===== config.mk =====
export PLATFORM = sky130hd
export DESIGN_NAME = i2cs_core
export DESIGN_NICKNAME = d
export VERILOG_FILES = /design/src/core/i2cs_pkg.sv /design/src/core/i2cs_core.sv /design/src/core/i2cs_line_mon.sv /design/src/core/i2cs_scl_div.sv
export SDC_FILE = /design/constraint.sdc
export NUM_CORES = 1
export LEC_CHECK = 0
export BUFFER_PORTS_ARGS = -buffer_cell sky130_fd_sc_hd__buf_2
export CAP_MARGIN = 40
export CORE_UTILIZATION = 55
export CTS_BUF_LIST = sky130_fd_sc_hd__clkbuf_8
export CTS_CLUSTER_SIZE = 40
export DETAILED_ROUTE_END_ITERATION = 10
export GPL_TIMING_DRIVEN = 0
export HOLD_SLACK_MARGIN = 0.08
export PLACE_DENSITY_LB_ADDON = 0.12
export RECOVER_POWER = 25
export SLEW_MARGIN = 10
export SYNTH_ARGS = -nofsm -noshare
export SYNTH_HDL_FRONTEND = slang
export SYNTH_HIERARCHICAL = 1
export SYNTH_SLANG_ARGS = --single-unit
export TNS_END_PERCENT = 10

===== constraint.sdc =====
create_clock -name clock -period 5.1 [get_ports clock]
set_input_delay 0.51 -clock clock [delete_from_list [all_inputs] [get_ports clock]]
set_output_delay 0.51 -clock clock [all_outputs]
set_load 0.1 [all_outputs]

===== src/core/i2cs_pkg.sv =====
// Shared constants, modes and state type of the I2C byte sequencer
package i2cs_pkg;
  localparam int CLK_HZ = 25_000_000;
  localparam int SCL_STD_HZ = 100_000;
  localparam int SCL_FAST_HZ = 400_000;
  localparam int HALF_STD = CLK_HZ / (2 * SCL_STD_HZ);
  localparam int HALF_FAST = CLK_HZ / (2 * SCL_FAST_HZ);
  localparam logic [1:0] SPD_FAST = 2'h1;
  localparam logic [4:0] HDR10 = 5'h1e;
  localparam logic [7:0] GC_ADDR = 8'h00;
  localparam logic [3:0] BIT_ZERO = 4'h0;
  localparam logic [3:0] BIT_FIRST = 4'h1;
  localparam logic [3:0] BIT_LAST = 4'h7;
  localparam logic [3:0] BIT_ACK = 4'h8;
  localparam logic [3:0] BIT_POST = 4'h9;
  localparam logic [1:0] PH_REL = 2'h0;
  localparam logic [1:0] PH_MID = 2'h1;
  localparam logic [1:0] PH_END = 2'h2;
  localparam logic [1:0] WK_SR1 = 2'h0;
  localparam logic [1:0] WK_DRR = 2'h1;
  localparam logic [1:0] WK_DRW = 2'h2;
  localparam logic [1:0] WK_CRW = 2'h3;
  typedef enum logic [2:0] {ST_IDLE, ST_IGNORE, ST_XFER, ST_WAIT, ST_MSTART, ST_MSTOP}
    i2cs_state_type;
endpackage : i2cs_pkg


===== src/core/i2cs_core.sv =====
// Byte-level I2C master/slave sequencer with CPU handshake and line control
`timescale 1ns/100ps
`default_nettype none
module i2cs_core
  import i2cs_pkg::*;
#(
  parameter int HALF_STD_CYC = HALF_STD,
  parameter int HALF_FAST_CYC = HALF_FAST
) (
  input wire logic clock,
  input wire logic reset,
  input wire logic block_on,
  input wire logic start_req,
  input wire logic stop_req,
  input wire logic ack_en,
  input wire logic gc_en,
  input wire logic irq_on,
  input wire logic ten_bit_mode,
  input wire logic [1:0] bus_speed_bits,
  input wire logic [9:0] own_addr,
  input wire logic sr1_read,
  input wire logic sr2_read,
  input wire logic dr_read,
  input wire logic dr_write,
  input wire logic [7:0] dr_wdata,
  input wire logic cr_write,
  input wire logic scl_in,
  input wire logic sda_in,
  output logic scl_o,
  output logic scl_oe,
  output logic sda_o,
  output logic sda_oe,
  output logic [7:0] dr_rdata,
  output logic master_role_flag,
  output logic address_hit_flag,
  output logic event_pending_flag,
  output logic byte_done_flag,
  output logic stop_seen_flag,
  output logic bus_fault_flag,
  output logic no_reply_flag,
  output logic start_sent_flag,
  output logic tx_mode,
  output logic bus_busy,
  output logic irq
);
  typedef struct packed {
    i2cs_state_type st;
    logic [3:0] cnt;
    logic [7:0] sh;
    logic [7:0] dr;
    logic [1:0] ph;
    logic [1:0] wk;
    logic sr1_seen;
    logic tx;
    logic addr_ph;
    logic hdr_ok;
    logic ten_done;
    logic m10;
    logic mrx;
    logic sel;
    logic hit_pend;
    logic post_wait;
    logic post_ign;
    logic master;
    logic busy;
    logic scl_oe;
    logic sda_oe;
    logic line_lo;
    logic ev_hold;
    logic address_hit;
    logic byte_done;
    logic stop_seen;
    logic bus_fault;
    logic no_reply;
    logic start_sent;
    logic event_p;
    logic irq;
  } i2cs_core_type;

  i2cs_core_type r, n;
  logic start_det, stop_det, scl_rise, scl_fall, tick, run;
  logic wait_done, mid_byte, hdr_match, hit7, ackd, ack_go;

  i2cs_line_mon u_mon (
    .clock(clock),
    .reset(reset),
    .scl_in(scl_in),
    .sda_in(sda_in),
    .start_det(start_det),
    .stop_det(stop_det),
    .scl_rise(scl_rise),
    .scl_fall(scl_fall)
  );

  // Divider idles while the line is released but still held low elsewhere
  assign run = r.master && (r.st == ST_XFER || r.st == ST_MSTART || r.st == ST_MSTOP) &&
               !(!r.scl_oe && !scl_in);

  i2cs_scl_div #(
    .HALF_STD_CYC(HALF_STD_CYC),
    .HALF_FAST_CYC(HALF_FAST_CYC)
  ) u_div (
    .clock(clock),
    .reset(reset),
    .run(run),
    .bus_speed_bits(bus_speed_bits),
    .tick(tick)
  );

  always_comb begin
    n = r;
    wait_done = 1'b0;
    ack_go = 1'b0;
    // A genuine stop or repeated start always follows one SCL rise, so bit one is exempt
    mid_byte = (r.st == ST_XFER) && (r.cnt > BIT_FIRST) && (r.cnt < BIT_POST);
    hdr_match = ten_bit_mode && (r.sh[7:3] == HDR10) && (r.sh[2:1] == own_addr[9:8]);
    hit7 = !ten_bit_mode && ((r.sh[7:1] == own_addr[6:0]) || (gc_en && r.sh == GC_ADDR));
    ackd = !sda_in;
    // Clears first, so a set in the same cycle wins
    if (sr1_read) begin
      n.address_hit = 1'b0;
      n.sr1_seen = r.sr1_seen || (r.st == ST_WAIT);
    end
    if (sr2_read) begin
      n.stop_seen = 1'b0;
      n.bus_fault = 1'b0;
      n.no_reply = 1'b0;
    end
    if (dr_write) begin
      n.dr = dr_wdata;
    end
    if (start_det) begin
      n.busy = 1'b1;
    end
    if (stop_det) begin
      n.busy = 1'b0;
    end
    if (r.st == ST_WAIT && r.sr1_seen) begin
      case (r.wk)
        WK_SR1: wait_done = 1'b1;
        WK_DRR: wait_done = dr_read;
        WK_DRW: wait_done = dr_write;
        default: wait_done = cr_write;
      endcase
    end
    case (r.st)
      ST_IDLE: begin
        if (start_req && !r.busy) begin
          n.st = ST_MSTART;
          n.master = 1'b1;
          n.ph = PH_REL;
        end
      end
      ST_MSTART: begin
        if (tick) begin
          case (r.ph)
            PH_REL: begin
              n.scl_oe = 1'b0;
              n.ph = PH_MID;
            end
            PH_MID: begin
              n.sda_oe = 1'b1;
              n.ph = PH_END;
            end
            default: begin
              n.scl_oe = 1'b1;
              n.start_sent = 1'b1;
              n.st = ST_WAIT;
              n.wk = WK_DRW;
              n.sr1_seen = 1'b0;
              n.tx = 1'b1;
              n.addr_ph = 1'b1;
              n.m10 = 1'b0;
            end
          endcase
        end
      end
      ST_MSTOP: begin
        if (tick) begin
          case (r.ph)
            PH_REL: begin
              n.sda_oe = 1'b1;
              n.ph = PH_MID;
            end
            PH_MID: begin
              n.scl_oe = 1'b0;
              n.ph = PH_END;
            end
            default: begin
              n.sda_oe = 1'b0;
              n.st = ST_IDLE;
              n.master = 1'b0;
            end
          endcase
        end
      end
      ST_WAIT: begin
        n.scl_oe = 1'b1;
        if ((wait_done && r.master && r.wk == WK_DRR && stop_req) ||
            (r.master && stop_req && r.byte_done && r.wk != WK_DRR)) begin
          n.st = ST_MSTOP;
          n.ph = PH_REL;
          n.sda_oe = 1'b0;
          n.byte_done = 1'b0;
          n.sr1_seen = 1'b0;
        end else if (!r.master && stop_req && r.byte_done) begin
          n.st = ST_IGNORE;
          n.scl_oe = 1'b0;
          n.sda_oe = 1'b0;
          n.byte_done = 1'b0;
        end else if (r.master && start_req && r.sr1_seen) begin
          n.st = ST_MSTART;
          n.ph = PH_REL;
          n.sda_oe = 1'b0;
          n.byte_done = 1'b0;
          n.ev_hold = 1'b0;
          n.sr1_seen = 1'b0;
        end else if (wait_done) begin
          n.byte_done = 1'b0;
          n.start_sent = 1'b0;
          n.ev_hold = 1'b0;
          n.sr1_seen = 1'b0;
          if (r.wk == WK_CRW && !r.mrx) begin
            // Address done as transmitter: still hold for the first data byte
            n.wk = WK_DRW;
            n.sr1_seen = 1'b1;
          end else begin
            if (r.wk == WK_CRW) begin
              n.tx = 1'b0;
            end
            n.st = ST_XFER;
            n.cnt = BIT_ZERO;
            n.scl_oe = r.master;
            n.sda_oe = n.tx && !n.dr[7];
            n.sh = {n.dr[6:0], 1'b0};
          end
        end
      end
      ST_XFER: begin
        if (tick) begin
          n.scl_oe = !r.scl_oe;
        end
        if (scl_rise && r.cnt < BIT_ACK) begin
          if (!r.tx) begin
            n.sh = {r.sh[6:0], sda_in};
          end
          n.cnt = r.cnt + 4'h1;
        end else if (scl_rise && r.cnt == BIT_ACK) begin
          n.cnt = BIT_POST;
          if (r.tx) begin
            if (!ackd) begin
              n.no_reply = 1'b1;
              if (r.master) begin
                n.byte_done = 1'b1;
                n.post_wait = 1'b1;
                n.wk = WK_DRW;
              end else begin
                n.post_ign = 1'b1;
              end
            end else if (r.master && r.addr_ph) begin
              n.ev_hold = 1'b1;
              n.post_wait = 1'b1;
              if (ten_bit_mode && r.dr[7:3] == HDR10 && !r.dr[0] && !r.m10) begin
                n.m10 = 1'b1;
                n.wk = WK_DRW;
              end else begin
                n.addr_ph = 1'b0;
                n.mrx = !r.m10 && r.dr[0];
                n.wk = WK_CRW;
              end
            end else begin
              n.byte_done = 1'b1;
              n.post_wait = 1'b1;
              n.wk = WK_DRW;
            end
          end else if (r.hit_pend) begin
            n.address_hit = 1'b1;
            n.sel = 1'b1;
          end else if (r.post_wait) begin
            n.byte_done = 1'b1;
          end
        end else if (scl_fall && r.tx && r.cnt >= BIT_FIRST && r.cnt <= BIT_LAST) begin
          n.sda_oe = !r.sh[7];
          n.sh = {r.sh[6:0], 1'b0};
        end else if (scl_fall && r.cnt == BIT_ACK) begin
          if (r.tx) begin
            n.sda_oe = 1'b0;
          end else begin
            n.dr = r.sh;
            n.post_wait = 1'b1;
            n.wk = WK_DRR;
            ack_go = ack_en;
            if (r.addr_ph && !r.master) begin
              n.wk = WK_SR1;
              if (hdr_match && !r.sh[0]) begin
                n.hdr_ok = 1'b1;
                n.post_wait = 1'b0;
              end else if (hdr_match && r.sh[0] && r.ten_done) begin
                n.hit_pend = 1'b1;
                n.wk = WK_DRW;
              end else if (hit7) begin
                n.hit_pend = 1'b1;
                n.wk = r.sh[0] ? WK_DRW : WK_SR1;
              end else if (ten_bit_mode && r.hdr_ok && r.sh == own_addr[7:0]) begin
                n.hit_pend = 1'b1;
                n.ten_done = 1'b1;
              end else begin
                n.post_wait = 1'b0;
                n.post_ign = 1'b1;
                ack_go = 1'b0;
              end
            end
            n.sda_oe = ack_go;
          end
        end else if (scl_fall && r.cnt == BIT_POST) begin
          n.sda_oe = 1'b0;
          n.hit_pend = 1'b0;
          n.post_wait = 1'b0;
          n.post_ign = 1'b0;
          n.cnt = BIT_ZERO;
          if (r.post_ign) begin
            n.st = ST_IGNORE;
          end else if (r.post_wait) begin
            n.st = ST_WAIT;
            n.scl_oe = 1'b1;
            n.sr1_seen = 1'b0;
            if (r.hit_pend) begin
              n.addr_ph = 1'b0;
            end
            if (!r.master) begin
              n.tx = (r.wk == WK_DRW);
            end
          end
        end
      end
      default: begin
      end
    endcase
    if (start_det && r.st != ST_MSTART) begin
      if (mid_byte) begin
        n.bus_fault = 1'b1;
      end
      if (!r.master) begin
        n.st = ST_XFER;
        n.cnt = BIT_ZERO;
        n.addr_ph = 1'b1;
        n.tx = 1'b0;
        n.sda_oe = 1'b0;
        n.scl_oe = 1'b0;
        n.hdr_ok = 1'b0;
        n.hit_pend = 1'b0;
        n.post_wait = 1'b0;
        n.post_ign = 1'b0;
      end
    end
    if (stop_det && r.st != ST_MSTOP) begin
      if (mid_byte) begin
        n.bus_fault = 1'b1;
      end else if (r.sel && !r.master) begin
        n.stop_seen = 1'b1;
      end
      if (!r.master || mid_byte) begin
        n.st = ST_IDLE;
        n.master = 1'b0;
        n.sda_oe = 1'b0;
        n.scl_oe = 1'b0;
        n.sel = 1'b0;
        n.ten_done = 1'b0;
        n.hit_pend = 1'b0;
        n.post_wait = 1'b0;
        n.post_ign = 1'b0;
      end
    end
    if (!block_on) begin
      n = '0;
    end
    n.event_p = n.address_hit || n.byte_done || n.stop_seen || n.bus_fault ||
                n.no_reply || n.start_sent || n.ev_hold;
    n.irq = n.event_p && irq_on;
  end

  always_ff @(posedge clock) begin
    if (reset) begin
      r <= '0;
    end else begin
      r <= n;
    end
  end

  assign scl_o = r.line_lo;
  assign scl_oe = r.scl_oe;
  assign sda_o = r.line_lo;
  assign sda_oe = r.sda_oe;
  assign dr_rdata = r.dr;
  assign master_role_flag = r.master;
  assign address_hit_flag = r.address_hit;
  assign event_pending_flag = r.event_p;
  assign byte_done_flag = r.byte_done;
  assign stop_seen_flag = r.stop_seen;
  assign bus_fault_flag = r.bus_fault;
  assign no_reply_flag = r.no_reply;
  assign start_sent_flag = r.start_sent;
  assign tx_mode = r.tx;
  assign bus_busy = r.busy;
  assign irq = r.irq;
endmodule : i2cs_core
`default_nettype wire


===== src/core/i2cs_line_mon.sv =====
// Start, stop and SCL edge detector on the bus lines
`timescale 1ns/100ps
`default_nettype none
module i2cs_line_mon
  import i2cs_pkg::*;
(
  input wire logic clock,
  input wire logic reset,
  input wire logic scl_in,
  input wire logic sda_in,
  output logic start_det,
  output logic stop_det,
  output logic scl_rise,
  output logic scl_fall
);
  typedef struct packed {
    logic scl_d;
    logic sda_d;
    logic start;
    logic stop;
    logic rise;
    logic fall;
  } i2cs_mon_type;

  i2cs_mon_type r, n;

  always_comb begin
    n = r;
    n.scl_d = scl_in;
    n.sda_d = sda_in;
    n.start = r.scl_d && scl_in && r.sda_d && !sda_in;
    n.stop = r.scl_d && scl_in && !r.sda_d && sda_in;
    n.rise = !r.scl_d && scl_in;
    n.fall = r.scl_d && !scl_in;
  end

  // Idle bus is high on both lines, so no false edge after reset
  always_ff @(posedge clock) begin
    if (reset) begin
      r <= '{scl_d: 1'b1, sda_d: 1'b1, default: 1'b0};
    end else begin
      r <= n;
    end
  end

  assign start_det = r.start;
  assign stop_det = r.stop;
  assign scl_rise = r.rise;
  assign scl_fall = r.fall;
endmodule : i2cs_line_mon
`default_nettype wire


===== src/core/i2cs_scl_div.sv =====
// Half-period tick generator for the master SCL
`timescale 1ns/100ps
`default_nettype none
module i2cs_scl_div
  import i2cs_pkg::*;
#(
  parameter int HALF_STD_CYC = HALF_STD,
  parameter int HALF_FAST_CYC = HALF_FAST
) (
  input wire logic clock,
  input wire logic reset,
  input wire logic run,
  input wire logic [1:0] bus_speed_bits,
  output logic tick
);
  localparam int CW = $clog2(HALF_STD_CYC + 1);

  if (HALF_FAST_CYC < 1 || HALF_STD_CYC < HALF_FAST_CYC) begin : g_chk
    $error("SCL divider counts out of range");
  end

  typedef struct packed {
    logic [CW-1:0] cnt;
    logic tick;
  } i2cs_div_type;

  i2cs_div_type r, n;
  logic [CW-1:0] lim;

  always_comb begin
    n = r;
    n.tick = 1'b0;
    lim = (bus_speed_bits == SPD_FAST) ? CW'(HALF_FAST_CYC - 1) : CW'(HALF_STD_CYC - 1);
    // Count clears to zero while a slave stretches, so high time is never cut short
    if (!run) begin
      n.cnt = '0;
    end else if (r.cnt >= lim) begin
      n.cnt = '0;
      n.tick = 1'b1;
    end else begin
      n.cnt = r.cnt + CW'(1);
    end
  end

  always_ff @(posedge clock) begin
    if (reset) begin
      r <= '0;
    end else begin
      r <= n;
    end
  end

  assign tick = r.tick;
endmodule : i2cs_scl_div
`default_nettype wire


==> impl_metrics.csv <==
group,metric,value,unit
setup_path,rr_worst_depth,8,
flow_run,cap_violations,0,
clocking,postCtsHoldBufs,0,
drt,drt_wl_total,12.66,mm
synthesis,synth_top_family_by_area,"simple AND/OR/NAND/NOR gates",
drt,drt_iter0_markers,336,
die,row_count,31,
synthesis,synth_top_cell_area_share,0.3081,
global_route,grt_first_pass_wirelength,19.26,mm
setup_path,path_class,"reg2reg",
finish,fill_cells,687,
synthesis,synth_enable_flop_cells,0,
clocking,clock_sinks,65,
drt,wl_met2,5.956,mm
die,fp.dieW,89.63,µm
power,ir_worst_vdd,0.1629,mV
synthesis,async_flop_share,0,
synthesis,yosys.area_share.simple,0.2904,
setup_path,crit_path_start,"r[45]",
synthesis,synth_mux_area_frac,0.02252,
setup_path,r2r-end,"sda_oe",
drt,dr.max_layer_used,"met4",
global_route,antenna_found_initial,0,
synthesis,ys.flop_type,"dfxtp_1",
worst_hold_path,hp-class,"in2reg",
global_route,grt_pass1_vias,3859,
drt,antenna_left,0,
timing,clock-skew-final,7.554,ps
timing,slew_headroom,0.2222,
drt,route.met3.wl,857,µm
drt,viasPerCell,6.165,
synthesis,synth_cells,524,
clocking,clock_latency,360,ps
setup_path,r2r-start,"r[45]",
finish,n_antenna_cell,0,
power,switching_share,0.2959,
setup_path,rrSetupSlack,2360,ps
timing,whs,351.8,ps
finish,final_area,4772,µm²
power,intPower,0.7491,mW
synthesis,syn_area_per_cell,8.059,µm²
drt,drcViolationCount,0,
die,pin_count,59,
clocking,cts_buffers,9,
synthesis,syn-cell-area,4223,µm²
timing,finalSetupViolations,0,
timing,worst_slack,2360,ps
timing,rsz0062_at_grt,"no",
setup_path,endpoint_kind,"flop",
power,power,1.064,mW
placement,gp_congestion,0.9815,
die,core,7331,µm²
clocking,clockRootBuffer,"clkbuf_8",
finish,drive_gt1_frac,0.1779,
die,dieArea,8033,µm²
timing,max_freq,365.0,MHz
synthesis,yosysSeqAreaShare,0.3081,
placement,hpwl,9.618,mm
synthesis,ys_types,80,
global_route,overflow,0,
clocking,clockBufferDepth,2,
timing,fin_crit_sh,0.5372,
drt,drt_first_pass_iters,5,
synthesis,synth.area.top_cells,"dfxtp_1 (31%), a21oi_1 (3.9%), o21ai_0 (3.8%), nor2_1 (3.6%), nand2_1 (3.6%)",
global_route,grt_max_degree,14,
power,power.density,223.0,nW/µm²
clocking,postCtsSetupBuffers,0,
placement,place_inst,679,
power,pwr-share-seq,0.487,
global_route,grt_use_total,0.3268,
timing,tns,0,ps
drt,wl_per_cell,18.22,µm
finish,areaGrowthSynthToFinish,13.01,%
drt,vias,4285,
drt,wl_met1,5.621,mm
finish,instances_no_fill,695,
clocking,ctsHtreeMaxLevel,3,
power,leakage,1.743,nW
timing,worstMarginPinSlew,1172,ps
synthesis,synth.largest_area_cell,"dfxtp_1",
power,switching_power,0.3148,mW
setup_path,critPathLaunchType,"flop",
setup_path,cp-endpoint,"sda_oe",
setup_path,worstPathArrival,3000,ps
setup_path,cp_max_fo,8,
synthesis,ys_warn_count,6,
clocking,path_clk_slew,80,ps
finish,nNetsFinal,635,
synthesis,synth_fa_ha_area_frac,0.02370,
placement,io_buffers,55,
status,outcome,"finished, final reports clean",
synthesis,synth-compound-area-share,0.2421,
clocking,cts_tree,"done",
clocking,cts_resized,0,
timing,slew_violations,0,
placement,placed_area,4626,µm²
power,p_clk_frac,0.402,
die,die_h,89.63,µm
setup_path,worstPathRequired,5360,ps
placement,pre_cts_slack,2450,ps
timing,hold_viol_final,0,
die,start_util,0.5760,
synthesis,synth_xor_area_frac,0.04563,
timing,period_needed,2740,ps
power,combPwrFrac,0.111,
synthesis,ys_seq_elements,65,
finish,fin_util,0.6510,
[final cells by class]
| type | instances | area, µm² | share of cell area |
|---|---|---|---|
| buffer | 39 | 214.0 | 0.04483 |
| clock buffer | 10 | 137.6 | 0.02884 |
| clock inverter | 6 | 51.30 | 0.01075 |
| inverter | 18 | 67.56 | 0.01416 |
| multi-input combinational | 403 | 2620 | 0.5490 |
| sequential | 65 | 1301 | 0.2727 |
| tap | 99 | 123.9 | 0.02596 |
| timing repair buffer | 55 | 256.5 | 0.05375 |
[registers in the layout, summed over array words and instances, names as in the netlist]
| name | flops |
|---|---|
| irq | 1 |
| master_role_flag | 1 |
| byte_done_flag | 1 |
| u_mon/stop_det | 1 |
| bus_fault_flag | 1 |
| no_reply_flag | 1 |
| r | 30 |
| u_mon/scl_rise | 1 |
| sda_oe | 1 |
| tx_mode | 1 |
| bus_busy | 1 |
| u_mon/scl_fall | 1 |
| dr_rdata | 8 |
| stop_seen_flag | 1 |
| u_mon/r | 2 |
| u_div/tick | 1 |
| address_hit_flag | 1 |
| u_div/r | 7 |
| scl_oe | 1 |
| start_sent_flag | 1 |
| event_pending_flag | 1 |
| u_mon/start_det | 1 |
[worst min-delay path by stage]
stage / to / slack, ps / startpoint / cells past startpoint
floorplan: u_mon/stop_det / 400 / u_mon/r[4] / 1
global placement: u_mon/stop_det / 410 / u_mon/r[4] / 1
detailed placement: u_mon/stop_det / 430 / u_mon/r[4] / 1
CTS: irq / 350 / irq_on / 2
global route: irq / 360 / irq_on / 2
finish: irq / 350 / irq_on / 2
[critical path, cell delays in order, from the launching register on]
cell,delay [ps]
dfxtp_1,430
inv_1,80
ha_1,270
or2_2,350
a221oi_4,420
a21boi_0,230
o31ai_4,470
a211oi_1,170
a31o_1,210
[layout by cell type, fill, tap and decap left out, types with 9 or more instances in the layout]
master / count
inv_1: 18
a31oi_1: 14
buf_4: 12
nor2_1: 42
clkbuf_1: 31
nand4_1: 10
nor2b_1: 10
a21oi_1: 33
xnor2_1: 14
nand3_1: 16
buf_2: 46
nor3_1: 24
nand2b_1: 18
o21ai_0: 32
a211oi_1: 10
nand3b_1: 9
clkbuf_8: 10
nand2_1: 40
dfxtp_1: 65
[power by group through the flow]
stage                     combinational, mW  sequential (mW)  clock, mW
after floorplan                      0.0769            0.535          0
after global placement                0.117            0.530          0
after detailed placement              0.119            0.530          0
after CTS                             0.119            0.518      0.430
after global routing                  0.126            0.519      0.451
final                                 0.119            0.518      0.427
[cells by family after synthesis]
group | Yosys count
AO/OA/AOI/OAI | 145
XOR/XNOR | 22
adder cells (fa/ha/maj) | 8
buffers and inverters | 57
flip-flops | 65
multiplexers | 9
other | 1
AND/OR/NAND/NOR | 217
[cells in the mapped netlist (3+ instances only)]
| library cell | number |
|---|---|
| xor2_1 | 8 |
| ha_1 | 8 |
| inv_1 | 18 |
| nor3b_2 | 3 |
| a22oi_1 | 5 |
| mux2i_1 | 5 |
| xnor2_1 | 14 |
| o211ai_1 | 3 |
| and2_1 | 5 |
| a31oi_1 | 14 |
| o21ai_0 | 32 |
| or3_1 | 5 |
| and3b_1 | 3 |
| a211o_1 | 3 |
| a211oi_1 | 9 |
| buf_2 | 6 |
| nor2_1 | 41 |
| nand2b_1 | 18 |
| nand2_1 | 40 |
| nor3b_1 | 5 |
| buf_1 | 3 |
| nand4_1 | 10 |
| buf_4 | 12 |
| o221a_2 | 3 |
| clkbuf_1 | 16 |
| nor4_1 | 4 |
| dfxtp_1 | 65 |
| nand4b_1 | 4 |
| o22ai_1 | 3 |
| nor2b_1 | 10 |
| nand3_1 | 16 |
| nor3_1 | 24 |
| a21oi_1 | 33 |
| or2_2 | 4 |
| nand3b_1 | 9 |
| mux2_2 | 4 |
[metal layers]
layer	vias up	global-route usage
met5	-	0
met4	0	0.1111
met3	20	0.05210
met2	191	0.5503
met1	2029	0.4258
li1	2045	-
Power figures use the tool's default switching activity.
